### src/design/status_priv_pkg.sv
package status_priv_pkg;

  // Privilege encodings
  localparam logic [1:0] PRIV_U = 2'h0;
  localparam logic [1:0] PRIV_S = 2'h1;
  localparam logic [1:0] PRIV_M = 2'h3;

  // Register width encodings, shared by all three width fields
  localparam logic [1:0] WIDTH_NONE = 2'h0;
  localparam logic [1:0] WIDTH_32 = 2'h1;
  localparam logic [1:0] WIDTH_64 = 2'h2;

  // Register byte offsets
  localparam logic [11:0] OFF_CTRL = 12'h000;
  localparam logic [11:0] OFF_MWIDTH = 12'h004;
  localparam logic [11:0] OFF_STATE = 12'h008;

  // Control register field positions
  localparam int POS_MIE = 0;
  localparam int POS_MPIE = 1;
  localparam int POS_PREV = 2;
  localparam int POS_OVR = 4;
  localparam int POS_EXR = 5;
  localparam int POS_SUA = 6;
  localparam int POS_TRAPVM = 7;
  localparam int POS_WAITTRAP = 8;
  localparam int POS_TRAPRET = 9;
  localparam int POS_SW = 10;
  localparam int POS_UW = 12;

  // State register field positions
  localparam int POS_DPRIV = 0;
  localparam int POS_DWIDTH = 2;
  localparam int POS_WFIBUSY = 4;

  // Values after reset
  localparam logic [1:0] RST_PREV = 2'h3;
  localparam logic [1:0] RST_WIDTH = 2'h2;

  // Timing: clock period and the bound on a trapped wait
  localparam int CLK_PERIOD_NS = 100;
  localparam int WFI_LIMIT_NS = 1000;
  // Longest time, so it rounds down; never below one cycle
  localparam int WFI_CYCLES = (WFI_LIMIT_NS / CLK_PERIOD_NS) < 1 ? 1 :
                              (WFI_LIMIT_NS / CLK_PERIOD_NS);
  localparam int WFI_CNT_W = 8;
  localparam logic [7:0] WFI_LAST = 8'(WFI_CYCLES - 1);

endpackage

### src/design/width_legalize.sv
`timescale 1ns/1ps
`default_nettype none
// Legal value for one write-any-read-legal width field
module width_legalize
  import status_priv_pkg::*;
(
  input wire logic [1:0] wrVal, // Value software wrote
  input wire logic [1:0] oldVal, // Value held before the write
  input wire logic present, // Mode exists on a wide base
  input wire logic fixed, // Field follows a forced value
  input wire logic [1:0] fixedVal, // Forced value when fixed
  output logic [1:0] legal // Value to keep
);

  // Absent reads zero, fixed follows, unsupported code keeps old value
  always_comb begin
    if (!present) begin
      legal = WIDTH_NONE;
    end else if (fixed) begin
      legal = fixedVal;
    end else if (wrVal == WIDTH_32 || wrVal == WIDTH_64) begin
      legal = wrVal;
    end else begin
      legal = oldVal;
    end
  end

endmodule // width_legalize
`default_nettype wire

### src/design/width_adjust.sv
`timescale 1ns/1ps
`default_nettype none
// Narrows a value to the configured width and sign-extends it
module width_adjust
  import status_priv_pkg::*;
#(
  parameter int XW = 64 // Widest supported width
) (
  input wire logic [XW-1:0] valueIn, // Full-width value
  input wire logic [1:0] widthCode, // Configured width
  output logic [XW-1:0] valueOut // Narrowed and extended value
);

  // At 32 bits, upper bits are ignored and refilled from bit 31
  always_comb begin
    if (widthCode == WIDTH_32) begin
      valueOut = {{(XW-32){valueIn[31]}}, valueIn[31:0]};
    end else begin
      valueOut = valueIn;
    end
  end

endmodule // width_adjust
`default_nettype wire

### src/design/status_privilege_controls.sv
// The address map and register access over APB were left to the implementer.
`timescale 1ns/1ps
`default_nettype none
module status_privilege_controls
  import status_priv_pkg::*;
#(
  parameter bit HAS_S = 1'b1, // Supervisor mode implemented
  parameter bit HAS_U = 1'b1, // User mode implemented
  parameter bit BASE64 = 1'b1, // Wide base
  parameter bit S_FIXED = 1'b0, // Supervisor width forced to machine
  parameter bit U_FIXED = 1'b0 // User width forced to machine
) (
  input wire logic core_clk,
  input wire logic srst,
  input wire logic psel,
  input wire logic penable,
  input wire logic pwrite,
  input wire logic [11:0] paddr,
  input wire logic [31:0] pwdata,
  output logic [31:0] prdata,
  output logic pready,
  output logic pslverr,
  input wire logic [1:0] curPriv, // Current privilege
  input wire logic satpAccess, // Translation control access decoded
  input wire logic fenceVma, // Translation fence decoded
  input wire logic sretInsn, // Supervisor return decoded
  input wire logic wfiStart, // Wait issued, one-cycle pulse
  input wire logic wfiWake, // Wait completed
  input wire logic trapTake, // Trap into machine mode, pulse
  input wire logic [1:0] trapFromPriv, // Mode the trap came from
  input wire logic pageTranslate, // Page translation in effect
  input wire logic dataLoad, // Data access is a load
  input wire logic pteRead, // Page readable
  input wire logic pteExec, // Page executable
  input wire logic pteUser, // Page user accessible
  input wire logic physFault, // Attribute or protection fault
  input wire logic [63:0] srcA, // Source operand A
  input wire logic [63:0] srcB, // Source operand B
  input wire logic [63:0] rawResult, // Unadjusted result
  input wire logic [63:0] rawAddr, // Data address before translation
  output logic [63:0] opA, // Operand A at execution width
  output logic [63:0] opB, // Operand B at execution width
  output logic [63:0] result, // Result extended to full width
  output logic [63:0] dataAddr, // Data address at data width
  output logic [1:0] dataPriv, // Privilege for loads and stores
  output logic [1:0] dataWidth, // Width for load and store addresses
  output logic [1:0] execWidth, // Width of the current mode
  output logic illegalInsn, // Illegal instruction exception
  output logic pageFault, // Page permission fault
  output logic accessFault // Physical access fault
);

  // ****************************************
  // State
  // ****************************************
  typedef struct packed {
    logic mie; // Machine interrupt enable
    logic mpie; // Prior enable
    logic [1:0] prevPriv; // Previous privilege field
    logic ovr; // Privilege override bit
    logic exr; // Execute-readable bit
    logic sua; // Supervisor user access bit
    logic trapVm; // Trap virtual memory bit
    logic waitTrap; // Timeout wait bit
    logic trapRet; // Trap supervisor return bit
    logic [1:0] sWidth; // Supervisor width field
    logic [1:0] uWidth; // User width field
    logic [1:0] mWidth; // Machine width field
    logic wfiBusy; // Timed wait running
    logic [WFI_CNT_W-1:0] wfiCount; // Cycles waited
    logic wfiIllegal; // Wait timed out, one cycle
    logic [31:0] rdata; // Read data
  } state_t;

  state_t st_q; // Registered state
  state_t st_d; // Next state
  logic [1:0] sLegal; // Legalised supervisor width
  logic [1:0] uLegal; // Legalised user width
  logic [1:0] sNew; // Supervisor width written this cycle
  logic [1:0] uNew; // User width written this cycle
  logic wrAccess; // Write takes effect
  logic setupRead; // Read setup phase
  logic mapped; // Address decodes
  logic wfiTimed; // Wait would be timed
  logic [31:0] ctrlView; // Control register as read
  logic [1:0] sEff; // Effective supervisor width
  logic [1:0] uEff; // Effective user width

  // Legal previous privilege: only implemented modes
  function automatic logic [1:0] legalPriv(input logic [1:0] p,
                                           input logic [1:0] old);
    logic [1:0] r;
    r = old;
    if (p == PRIV_M) begin
      r = PRIV_M;
    end else if (p == PRIV_S && HAS_S) begin
      r = PRIV_S;
    end else if (p == PRIV_U && HAS_U) begin
      r = PRIV_U;
    end
    return r;
  endfunction

  // ****************************************
  // Bus decode
  // ****************************************
  // Zero wait states: access phase always completes
  assign pready = 1'b1;
  assign mapped = (paddr == OFF_CTRL) || (paddr == OFF_MWIDTH) ||
                  (paddr == OFF_STATE);
  assign wrAccess = psel && penable && pwrite;
  assign setupRead = psel && !penable && !pwrite;
  assign pslverr = psel && penable && !mapped;
  assign prdata = st_q.rdata;

  // ****************************************
  // Width fields
  // ****************************************
  // keep legal encoding
  width_legalize u_sLegal (
    .wrVal(pwdata[POS_SW+:2]),
    .oldVal(st_q.sWidth),
    .present(BASE64 && HAS_S),
    .fixed(S_FIXED),
    .fixedVal(st_q.mWidth),
    .legal(sLegal)
  );

  width_legalize u_uLegal (
    .wrVal(pwdata[POS_UW+:2]),
    .oldVal(st_q.uWidth),
    .present(BASE64 && HAS_U),
    .fixed(U_FIXED),
    .fixedVal(st_q.mWidth),
    .legal(uLegal)
  );

  // narrow base runs lower modes at 32
  assign sEff = BASE64 ? st_q.sWidth : WIDTH_32;
  assign uEff = BASE64 ? st_q.uWidth : WIDTH_32;

  // Control register as software sees it; absent bits read zero
  always_comb begin
    ctrlView = '0;
    ctrlView[POS_MIE] = st_q.mie;
    ctrlView[POS_MPIE] = st_q.mpie;
    ctrlView[POS_PREV+:2] = st_q.prevPriv;
    ctrlView[POS_OVR] = st_q.ovr;
    ctrlView[POS_EXR] = st_q.exr;
    ctrlView[POS_SUA] = st_q.sua;
    ctrlView[POS_TRAPVM] = st_q.trapVm;
    ctrlView[POS_WAITTRAP] = st_q.waitTrap;
    ctrlView[POS_TRAPRET] = st_q.trapRet;
    ctrlView[POS_SW+:2] = st_q.sWidth;
    ctrlView[POS_UW+:2] = st_q.uWidth;
  end

  // user wait is timed whenever supervisor exists
  // timed below machine when bit set
  assign wfiTimed = (curPriv != PRIV_M) &&
                    (st_q.waitTrap || (HAS_S && curPriv == PRIV_U));

  // ****************************************
  // Next state
  // ****************************************
  always_comb begin
    st_d = st_q;
    st_d.wfiIllegal = 1'b0;
    sNew = st_q.sWidth;
    uNew = st_q.uWidth;
    // Capture read data in the setup phase
    if (setupRead) begin
      unique case (paddr)
        OFF_CTRL: st_d.rdata = ctrlView;
        OFF_MWIDTH: st_d.rdata = {30'h0, st_q.mWidth};
        OFF_STATE: begin
          st_d.rdata = '0;
          st_d.rdata[POS_DPRIV+:2] = dataPriv;
          st_d.rdata[POS_DWIDTH+:2] = dataWidth;
          st_d.rdata[POS_WFIBUSY] = st_q.wfiBusy;
        end
        default: st_d.rdata = 32'h0000_0000;
      endcase
    end
    // Control register write
    if (wrAccess && paddr == OFF_CTRL) begin
      st_d.mie = pwdata[POS_MIE];
      st_d.mpie = pwdata[POS_MPIE];
      st_d.prevPriv = legalPriv(pwdata[POS_PREV+:2], st_q.prevPriv);
      st_d.ovr = HAS_U && pwdata[POS_OVR];
      st_d.exr = HAS_S && pwdata[POS_EXR];
      st_d.sua = HAS_S && pwdata[POS_SUA];
      st_d.trapVm = HAS_S && pwdata[POS_TRAPVM];
      // wait trap needs a lower mode
      st_d.waitTrap = (HAS_S || HAS_U) && pwdata[POS_WAITTRAP];
      st_d.trapRet = HAS_S && pwdata[POS_TRAPRET];
      // supervisor field present only with the mode
      // user field present only with the mode
      sNew = sLegal;
      uNew = uLegal;
      // no ordering check between widths, on purpose
    end
    // Machine width write; narrow base keeps it at 32
    if (wrAccess && paddr == OFF_MWIDTH && BASE64) begin
      if (pwdata[1:0] == WIDTH_32 || pwdata[1:0] == WIDTH_64) begin
        st_d.mWidth = pwdata[1:0];
      end
    end
    // widening lifts unfixed fields to the widest
    if (st_q.mWidth == WIDTH_32 && st_d.mWidth == WIDTH_64) begin
      if (HAS_S && !S_FIXED) begin
        sNew = WIDTH_64;
      end
      if (HAS_U && !U_FIXED) begin
        uNew = WIDTH_64;
      end
    end
    // Forced fields follow the machine width
    st_d.sWidth = (BASE64 && HAS_S) ? (S_FIXED ? st_d.mWidth : sNew)
                                    : WIDTH_NONE;
    st_d.uWidth = (BASE64 && HAS_U) ? (U_FIXED ? st_d.mWidth : uNew)
                                    : WIDTH_NONE;
    // trap stacks enable; wins over a same-cycle write
    if (trapTake) begin
      st_d.mpie = st_q.mie;
      st_d.mie = 1'b0;
      st_d.prevPriv = legalPriv(trapFromPriv, st_q.prevPriv);
    end
    // bounded wait, trap when the bound runs out
    if (st_q.wfiBusy) begin
      if (wfiWake) begin
        st_d.wfiBusy = 1'b0;
      end else if (st_q.wfiCount == WFI_LAST) begin
        st_d.wfiBusy = 1'b0;
        st_d.wfiIllegal = 1'b1;
      end else begin
        st_d.wfiCount = st_q.wfiCount + 8'h01;
      end
    end else if (wfiStart && wfiTimed && !wfiWake) begin
      st_d.wfiBusy = 1'b1;
      st_d.wfiCount = '0;
    end
  end

  // Register the whole state; synchronous reset
  always_ff @(posedge core_clk) begin
    if (srst) begin
      st_q <= '0;
      st_q.prevPriv <= RST_PREV;
      st_q.mWidth <= BASE64 ? RST_WIDTH : WIDTH_32;
      st_q.sWidth <= (BASE64 && HAS_S) ? RST_WIDTH : WIDTH_NONE;
      st_q.uWidth <= (BASE64 && HAS_U) ? RST_WIDTH : WIDTH_NONE;
    end else begin
      st_q <= st_d;
    end
  end

  // ****************************************
  // Privilege and width for data and execution
  // ****************************************
  // override moves data to previous privilege
  assign dataPriv = st_q.ovr ? st_q.prevPriv : curPriv;

  // Width of a given mode
  function automatic logic [1:0] widthOf(input logic [1:0] p);
    logic [1:0] w;
    unique case (p)
      PRIV_M: w = st_q.mWidth;
      PRIV_S: w = sEff;
      default: w = uEff;
    endcase
    return w;
  endfunction

  // data width follows the data privilege
  // A process, not assigns, so width field writes re-evaluate the lookup
  always_comb begin
    dataWidth = widthOf(dataPriv);
    execWidth = widthOf(curPriv);
  end

  // ignore high source bits, sign-extend results
  width_adjust #(.XW(64)) u_opA (
    .valueIn(srcA), .widthCode(execWidth), .valueOut(opA));
  width_adjust #(.XW(64)) u_opB (
    .valueIn(srcB), .widthCode(execWidth), .valueOut(opB));
  width_adjust #(.XW(64)) u_res (
    .valueIn(rawResult), .widthCode(execWidth), .valueOut(result));
  width_adjust #(.XW(64)) u_addr (
    .valueIn(rawAddr), .widthCode(dataWidth), .valueOut(dataAddr));

  // ****************************************
  // Permission checks and traps
  // ****************************************
  always_comb begin
    pageFault = 1'b0;
    if (pageTranslate) begin
      if (dataLoad && !(pteRead || (st_q.exr && pteExec))) begin
        pageFault = 1'b1;
      end
      // supervisor to user page needs access bit
      if (dataPriv == PRIV_S && pteUser && !st_q.sua) begin
        pageFault = 1'b1;
      end
      if (dataPriv == PRIV_U && !pteUser) begin
        pageFault = 1'b1;
      end
    end
  end

  // physical faults pass untouched by permission bits
  assign accessFault = physFault;

  assign illegalInsn = (curPriv == PRIV_S && st_q.trapVm &&
                        (satpAccess || fenceVma)) ||
                       (curPriv == PRIV_S && st_q.trapRet && sretInsn) ||
                       st_q.wfiIllegal;
endmodule // status_privilege_controls
`default_nettype wire

### config.mk
export PLATFORM = sky130hd
export DESIGN_NAME = status_privilege_controls
export DESIGN_NICKNAME = d
export VERILOG_FILES = /design/src/design/status_priv_pkg.sv /design/src/design/width_legalize.sv /design/src/design/width_adjust.sv /design/src/design/status_privilege_controls.sv
export SDC_FILE = /design/constraint.sdc
export NUM_CORES = 1
export LEC_CHECK = 0
export CORE_AREA = 5 5 237 239
export DETAILED_ROUTE_END_ITERATION = 16
export DIE_AREA = 0 0 242 244
export DONT_BUFFER_PORTS = 1
export SYNTH_ARGS = -nofsm -noshare
export SYNTH_HDL_FRONTEND = slang
export SYNTH_SLANG_ARGS = --single-unit
### constraint.sdc
create_clock -name core_clk -period 5.5 [get_ports core_clk]
set_input_delay 0.275 -clock core_clk [delete_from_list [all_inputs] [get_ports core_clk]]
set_output_delay 0.275 -clock core_clk [all_outputs]
set_load 0.05 [all_outputs]
* After elaboration in Yosys (flattened, before gate mapping)
Index checks and enable logic that the tools add are counted.
Operators by class: add/subtract/negate cells 1, multiply operators 0, div/mod/pow operators 0, $lt $le $gt $ge 0, equality and inequality tests 25, shift-type cells 0, multiplexer cells 29, bitwise logic cells 1, reductions and logical operators 52
Operators with widths (number):
- $mux W64 | 4
- $pmux W14 S3 | 1
- $mux W9 | 4
- $eq A2 B1 Y1 const B | 10
- $logic_and A1 B1 Y1 | 20
- $mux W2 | 9
- $eq A2 B2 Y1 const B | 8
- $eq A12 B3 Y1 const B | 1
- $eq A12 B4 Y1 const B | 1
- $logic_not A12 Y1 | 1
- $logic_or A1 B1 Y1 | 10
- $add A8 B1 Y8 const B | 1
- $eq A8 B4 Y1 const B | 1
- $logic_not A2 Y1 | 4
- $mux W8 | 1
- $pmux W2 S2 | 2
- $logic_not A1 Y1 | 7
- $mux W1 | 7
- $ne A2 B2 Y1 const B | 3
- $reduce_and A3 Y1 | 2
- $ne A4 B1 Y1 const B | 1
- $reduce_and A2 Y1 | 2
- $reduce_bool A2 Y1 | 2
- $reduce_bool A4 Y1 | 1
- 4 further kinds | 5
Word-level totals: flip-flop bits (word level) 58, latch bits 0, bits in writable memories 0, bits in read-only memories 0, bits of input ports 321, output and inout port bits 299, memories kept 0

* Logic depth before layout (Yosys ltp)
Gate-level depths: netlist (run 1).
depth after elaboration 8, depth in mapped cells 8, gate-level depth less buffers 6

* By module
A second synthesis (run 1) with hierarchy kept.
Second synthesis, totals: cells, all modules 611, area, all modules 4699.5 um^2
Modules (own cells, without submodules):
- status_privilege_controls | times used 1, cells an instance 299, area each 2377.3 um^2, sequential area each 800.8 um^2
- width_adjust | times used 4, cells an instance 73, area each 555.5 um^2, sequential area each 0.0 um^2
- width_legalize | times used 2, cells an instance 10, area each 50.0 um^2, sequential area each 0.0 um^2

* Least setup slack after synthesis (run 1)
No wires, ideal clock.
path type input to output, from input curPriv[0], to output result[32], data arrival time 2.840 ns, path slack 2.385 ns, stages 8, buffers on the path 4, path through clkbuf_1 nor2_1 a21oi_1 or2_2 clkbuf_1 clkbuf_1 buf_1 a21o_1
On the way: longest elaborated chain between the ends 4, elaborated cells between the ends (all ways) 5
RTL lines:
- start, declared | RTL line status_privilege_controls.sv:23 | input wire logic [1:0] curPriv,
- $eq A2 B1 Y1 / $eq A2 B2 Y1 (equally long branches) | RTL line status_privilege_controls.sv:267 | unique case (p)
- $pmux W2 S2 * | RTL line status_privilege_controls.sv:267
- via execWidth[1] | RTL line status_privilege_controls.sv:47 | output logic [1:0] execWidth,
- $eq A2 B1 Y1 * | RTL line width_adjust.sv:16 | if (widthCode == WIDTH_32) begin
- $mux W64 * | RTL line width_adjust.sv:16
- end, declared | RTL line status_privilege_controls.sv:43 | output logic [63:0] result,
Mark *: on every way through the listed nets, which the timed path passes. The rest lies on a longest branch.

* Worst setup path in the final report (run 1)
from register st_q[43] (netlist name), to output opB[32]
On the way: longest elaborated chain between the ends 3
RTL lines:
- start, declared | RTL line status_privilege_controls.sv:75 | state_t st_q;
- start signal, assigned | RTL line status_privilege_controls.sv:254 | st_q <= st_d;
- $pmux W2 S2 | RTL line status_privilege_controls.sv:267
- via execWidth[1] | RTL line status_privilege_controls.sv:47
- $eq A2 B1 Y1 | RTL line width_adjust.sv:16
- $mux W64 | RTL line width_adjust.sv:16
- end, declared | RTL line status_privilege_controls.sv:42 | output logic [63:0] opB,
The timed path passes the listed nets, and every way through them passes these cells.

==> results.yml, run 1 <==
grt:
  grt_util_met2_pct: 9.85
  grt_pass1_wl_mm: 28.3
  met3_usage_pct: 4.30
  grt_pass1_vias: 3683
  grt_max_degree: 53
  grt_util_met1_pct: 6.92
  top_usage_layer: "met2"
  grt-ovfl-total: 0
  grt_usage_pct: 6.38
  antenna_found_initial: 5
worst_setup_path:
  start_kind: "flop"
  critPathMaxStageDelay_ns: 0.80
  crit_family: "compound AO/OA/AOI/OAI gates"
  r2r_cells: 6
  criticalPathCategory: "flop to output pin"
  path_cells: "mux2i_1 > a21oi_2 > or2_2 > buf_4 > a21o_1"
  cp.depth: 5
  path_buf_inv: 1
  crit_required_ns: 5.22
  critPathArrivalTime_ns: 3.66
  slowest_stage: "a21oi_2"
  end_kind: "output pin"
  crit_path_max_fanout: 52
placement:
  dp.cells: 1133
  port_buffers: 0
  place.gp.congestion: 0.725
  dpl.hpwl_mm: 17.8
floorplan:
  die_area_sq_um: 59000
  initial_core_util_pct: 8.46
  io_pins: 620
  design.core.area_sq_um: 53600
  dieWidth_microns: 242
  num_rows: 85
  die_y_microns: 244
synthesis:
  ys_types: 51
  ys_seq_area_share_pct: 17.7
  synthCells: 617
  synth_commonest_cells: "buf_4, a21o_1, nand2_1, dfxtp_1"
  yosysTopAreaCellShare_pct: 26.8
  synthTopCellsByArea: "buf_4, dfxtp_1, a21o_1, o211ai_1, nand2_1"
  yosys_warnings: 0
  synth_area_per_cell_sq_um: 7.35
  synth_flop_cell: "dfxtp_1"
  yosys_register_bits: 40
  yosysMostFrequentCell: "buf_4"
  yosys.area.top_type: "buf_4"
  synth_edf_count: 0
  netlist_area_sq_um: 4530
  postSynth.asyncResetShare_pct: 0
timing:
  fin_setup_tns_ns: 0
  min_period_over_period_pct: 71.6
  fin_worst_skew_ns: 0.00663
  max_slew_margin_pct: 21.9
  finalSetupViolCount: 0
  period_needed_ns: 3.94
  hold_slack_ns: 0.0535
  maxSlewViolCount: 0
  tightest_slew_ns: 1.17
  timing.fmax_mhz: 254
  rsz0062_at_grt: "no"
  hold_viol: 0
finish:
  utilization_pct: 8.16
  nets: 767
  n_fill_cell: 6252
  areaGrowthSynthToFinish_pct: -3.59
  stdcell_count: 1144
  drive_gt1_share_pct: 6.97
power_and_ir_drop:
  finalPower_mw: 0.959
  p_clk_share_pct: 35.9
  power.switching_mw: 0.408
  powerDensity_nw_per_um2: 219
  p_leak_nw: 1.74
  swShare_pct: 42.5
  irDropWorstVdd_mv: 0.109
  internal-power_mw: 0.552
  combPwrFrac_pct: 33.6
  pwr-share-seq_pct: 30.5
clock_network:
  post_cts_resized: 0
  clk_latency_ns: 0.29
  clk_path_buf_depth: 2
  ctsHoldBuffers: 0
  post-cts-setup-buffer-count: 0
  numCtsBuffers: 5
  path_clk_slew_ns: 0.06
  ctsRootBufferMaster: "clkbuf_16"
  cts.sinks: 40
  htreeDepth: 2
  cts_tree: "built"
drt:
  drt_iter0_drc: 305
  routed_wl_mm: 20.6
  drc: 0
  wl_per_cell_microns: 18.0
  vias: 3737
  final_antenna_net_count: 0
  via_per_inst: 3.27
  first_pass_iters: 5
job:
  cap_violations: 0
hold_path:
  hold_depth: 1
  hold_class: "primary input to flop"
run_status:
  status: "complete, no violations"
## final cells by class
type	count	area, sq um	share of cell area [%]
multi-input combinational	369	2380	54.5
tap	696	871	19.9
sequential	40	801	18.3
clock buffer	5	125	2.86
inverter	19	71.3	1.63
timing repair buffer	9	67.6	1.55
clock inverter	3	46.3	1.06
antenna	3	7.51	0.172
## stage by stage
| stage | setup WS [ns] | area, sq um |
|---|---|---|
| 2_1_floorplan | 2.39 | 4600 |
| 3_3_place_gp | 1.85 | 4190 |
| 3_5_place_dp | 1.75 | 4190 |
| 4_1_cts | 1.44 | 4360 |
| 5_1_grt | 1.19 | 4370 |
| 6_report | 1.56 | 4370 |
## cells by family (layout without fill, tap and decap cells)
family / count (synthesis) / count (layout) / share of synthesized area, %
simple gates: 133 / 133 / 14.5
flops: 40 / 40 / 17.7
mux: 10 / 10 / 2.24
compound gates: 205 / 205 / 32.8
buf+inv: 225 / 36 / 32.2
fa+ha+maj: 2 / 2 / 0.552
other cells: 2 / 22 / 0.166
## layout by cell type, fill, tap and decap left out, types with 2 or more instances in the layout
master     count
o21a_1         4
diode_2        3
inv_1         18
o21ai_0       10
o211ai_1      36
o21bai_1       2
nand3_1        8
mux2i_4        2
nand3b_1       2
dfxtp_1       40
a211oi_1       3
a311oi_1       2
nor2_1        15
and3_1         2
nand2b_1       4
clkbuf_16      5
a22o_1        11
conb_1        19
nor4_1         5
nand2_1       62
o311ai_0       2
nor3_1         8
buf_4          9
nor3b_1        5
o32ai_1        4
nor2b_1        6
mux2i_1        7
or3b_2         2
a21o_1        96
a31oi_1        2
ha_1           2
or4_1          4
nor3b_2        3
a21oi_1       22
## flip-flops by register name, summed over array words and instances, names as in the netlist
name and count:
prdata 14, st_q 12, ctrlView 10, sEff 2
uEff 2
## power by group through the flow
stage | sequential [mW] | combinational [mW] | clock (mW)
final | 0.293 | 0.322 | 0.345
after global placement | 0.299 | 0.323 | 0
after floorplan | 0.299 | 0.565 | 0
after detailed placement | 0.299 | 0.323 | 0
after global routing | 0.293 | 0.332 | 0.364
after CTS | 0.293 | 0.323 | 0.349
## worst paths after layout
check                                               from                        to  slack (ns)
worst max-delay path                 st_q[43]$_SDFF_PP1_                   opB[32]        1.56
worst min-delay path                                srst  ctrlView[6]$_SDFFE_PP0P_        0.05
worst max register to register  ctrlView[4]$_SDFFE_PP0P_    prdata[3]$_SDFFE_PP0P_        3.25
worst min register to register  ctrlView[7]$_SDFFE_PP0P_  ctrlView[7]$_SDFFE_PP0P_        0.47
## metal layers
| layer | part of all wire, % | wire length, microns |
|---|---|---|
| met4 | 3.4 | 705 |
| met2 | 45 | 9250 |
| met1 | 37 | 7560 |
| met5 | 0.35 | 73 |
| met3 | 15 | 3030 |
No activity file was read; power rests on OpenSTA's default activity.
==> inputs of run 2 (changes only) <==
--- a/config.mk
+++ b/config.mk
@@ -5,9 +5,10 @@
 export SDC_FILE = /design/constraint.sdc
 export NUM_CORES = 1
 export LEC_CHECK = 0
-export CORE_AREA = 5 5 237 239
+export ABC_AREA = 1
+export CORE_AREA = 5 5 238 240
 export DETAILED_ROUTE_END_ITERATION = 16
-export DIE_AREA = 0 0 242 244
+export DIE_AREA = 0 0 243 245
 export DONT_BUFFER_PORTS = 1
 export SYNTH_ARGS = -nofsm -noshare
 export SYNTH_HDL_FRONTEND = slang
==> constraint.sdc (replaced) <==
create_clock -name core_clk -period 3.2 [get_ports core_clk]
set_input_delay 0.16 -clock core_clk [delete_from_list [all_inputs] [get_ports core_clk]]
set_output_delay 0.16 -clock core_clk [all_outputs]
set_load 0.05 [all_outputs]
==> run 2 against run 1 <==
Net effect: combinational power rose by 110%; sequential share of layout area down 3.3 points; flip-flop and latch count stayed put; worst setup slack worse by 1.2 ns; largest cell class unchanged; wire length is 17% higher; clock skew down 0.0029 ns.
==> results.yml, run 2 <==
worst_setup_path:
  crit_path_max_fanout: 32
  path_cells: "inv_2 > nand2_1 > nand2_2 > nand3_1 > nand3_2 > nor2b_4 > buf_4 > o21ai_1 > buf_4"
  end_kind: "output pin"
  criticalPathCategory: "flop to output pin"
  slowest_stage: "dfxtp_1"
  crit_family: "simple AND/OR/NAND/NOR gates"
  crit_required_ns: 3.04
  critPathMaxStageDelay_ns: 0.41
  cpMostUsedCell: "buf_4"
  start_kind: "flop"
  path_buf_inv: 3
  critPathArrivalTime_ns: 2.67
finish:
  drive_gt1_share_pct: 21.8
  areaGrowthSynthToFinish_pct: 18.6
  multiInputGateArea_sq_um: 2130
  n_fill_cell: 6407
  layout_commonest_cell: "nand2_1"
  nets: 1066
  layout_common_cells: "nand2_1, buf_4, inv_1"
  seq_area_sq_um: 801
  largest_register_ffs: 14
timing:
  timing.fmax_mhz: 354
  fin_worst_skew_ns: 0.00378
  rsz0062_at_grt: "no"
  min_period_over_period_pct: 88.4
  finalSetupViolCount: 0
  maxSlewViolCount: 0
  max_slew_margin_pct: 50.3
  fin_setup_tns_ns: 0
  period_needed_ns: 2.83
  tightest_slew_ns: 0.743
  hold_viol: 0
synthesis:
  synth_area_per_cell_sq_um: 5.80
  ys_types: 30
  yosys.area.top_type: "buf_4"
  synth_edf_count: 0
  synthCells: 774
  postSynth.asyncResetShare_pct: 0
  yosys_warnings: 0
  yosys_register_bits: 40
  ys_seq_area_share_pct: 17.8
  synthTopCellsByArea: "buf_4, nand2_1, dfxtp_1, inv_1, o21ai_0"
  netlist_area_sq_um: 4490
  synth_commonest_cells: "nand2_1, buf_4, inv_1, o21ai_0, dfxtp_1"
  yosysMostFrequentCell: "nand2_1"
  yosysTopAreaCellShare_pct: 27.3
  synth_flop_cell: "dfxtp_1"
clock_network:
  ctsRootBufferMaster: "clkbuf_16"
  clk_path_buf_depth: 2
  numCtsBuffers: 5
  path_clk_slew_ns: 0.06
  cts_tree: "built"
  cts.sinks: 40
  htreeDepth: 2
  post-cts-setup-buffer-count: 0
  clk_latency_ns: 0.28
placement:
  dpl.hpwl_mm: 21.1
  place.gp.congestion: 0.735
  port_buffers: 0
floorplan:
  die_y_microns: 245
  num_rows: 86
  io_pins: 620
  initial_core_util_pct: 8.24
  dieWidth_microns: 243
  design.core.area_sq_um: 54400
  die_area_sq_um: 59500
grt:
  antenna_found_initial: 7
  grt_pass1_wl_mm: 31.8
  grt_max_degree: 73
  grt-ovfl-total: 0
  grt_pass1_vias: 4234
  grt_usage_pct: 7.40
drt:
  drt_iter0_drc: 258
  vias: 4508
  routed_wl_mm: 24.1
  via_per_inst: 3.11
  wl_per_cell_microns: 16.6
  drc: 0
  first_pass_iters: 5
  final_antenna_net_count: 0
run_status:
  status: "complete, no violations"
power_and_ir_drop:
  powerDensity_nw_per_um2: 342
  p_leak_nw: 2.73
  irDropWorstVdd_mv: 0.164
  finalPower_mw: 1.82
hold_path:
  hold_class: "primary input to flop"
job:
  cap_violations: 0
run 2: cell type report:
| class | count | area share (%) |
|---|---|---|
| Antenna cell | 2 | 0.0941 |
| Clock buffer | 6 | 2.61 |
| Clock inverter | 2 | 0.729 |
| Inverter | 73 | 5.15 |
| Multi-Input combinational cell | 483 | 40.0 |
| Sequential cell | 40 | 15.1 |
| Tap cell | 704 | 16.6 |
| Timing Repair Buffer | 140 | 19.8 |
run 2: report_power, final:
part | total, mW | switching, mW | leakage [nW] | internal, mW
registers | 0.535 | 0.0295 | 0.324 | 0.506
clock network | 0.602 | 0.211 | 0.0871 | 0.391
logic | 0.683 | 0.514 | 2.32 | 0.169
run 2: timing repair:
item	4_1_cts	5_1_grt
resized for setup	0	1
endpoints found under the setup margin	0	2
hold endpoints to repair	18	0
hold buffers	2	0
run 2: final timing paths:
path / start / end / slack (ns) / depth (start not counted)
min reg2reg: ctrlView[6]$_SDFFE_PP0P_ / prdata[6]$_SDFFE_PP0P_ / 0.46 / 2
min: pwdata[9] / ctrlView[9]$_SDFFE_PP0P_ / 0.02 / 2
max reg2reg: ctrlView[4]$_SDFFE_PP0P_ / prdata[2]$_SDFFE_PP0P_ / 1.27 / 9
max: ctrlView[4]$_SDFFE_PP0P_ / dataAddr[53] / 0.37 / 9
run 2: logic make-up (layout without fill, tap and decap cells):
| kind of cell | count (synthesis) | in the layout | synth area share [%] |
|---|---|---|---|
| buf+inv | 268 | 221 | 36.5 |
| flops | 40 | 40 | 17.8 |
| simple gates | 365 | 365 | 33.2 |
| compound gates | 94 | 94 | 11.1 |
| fa+ha+maj | 2 | 2 | 0.558 |
| other cells | 2 | 21 | 0.167 |
| xor+xnor | 3 | 3 | 0.586 |
run 2: per-stage QoR:
stage	hold slack, ns	cells	instance area, sq um	worst slack (ns)	util, %
3_3_place_gp	0.237	1438	5110	0.605	9.39
5_1_grt	0.0102	1449	5320	0.205	9.77
3_5_place_dp	0.239	1438	5110	0.513	9.39
6_report	0.0168	1450	5320	0.372	9.77
2_1_floorplan	0.238	791	4550	0.220	-
4_1_cts	0.0105	1448	5310	0.203	9.75
run 2: worst reg2reg max path, stage by stage, from the launching register on:
cell and delay (ns):
dfxtp_1 0.41, inv_2 0.08, nand2_1 0.07, nand2_2 0.30, nand3_1 0.23, nand3_2 0.37, nand2_1 0.16, nand2_1 0.07
nand2_1 0.05, a21oi_1 0.05
run 2: routing by layer:
metal	global-route usage (%)	vias up	share of wire, %
li1	-	2152	-
met1	7.41	1949	35
met2	11.7	301	44
met3	5.15	98	16
met4	3.70	8	5.7
met5	0	-	0.23
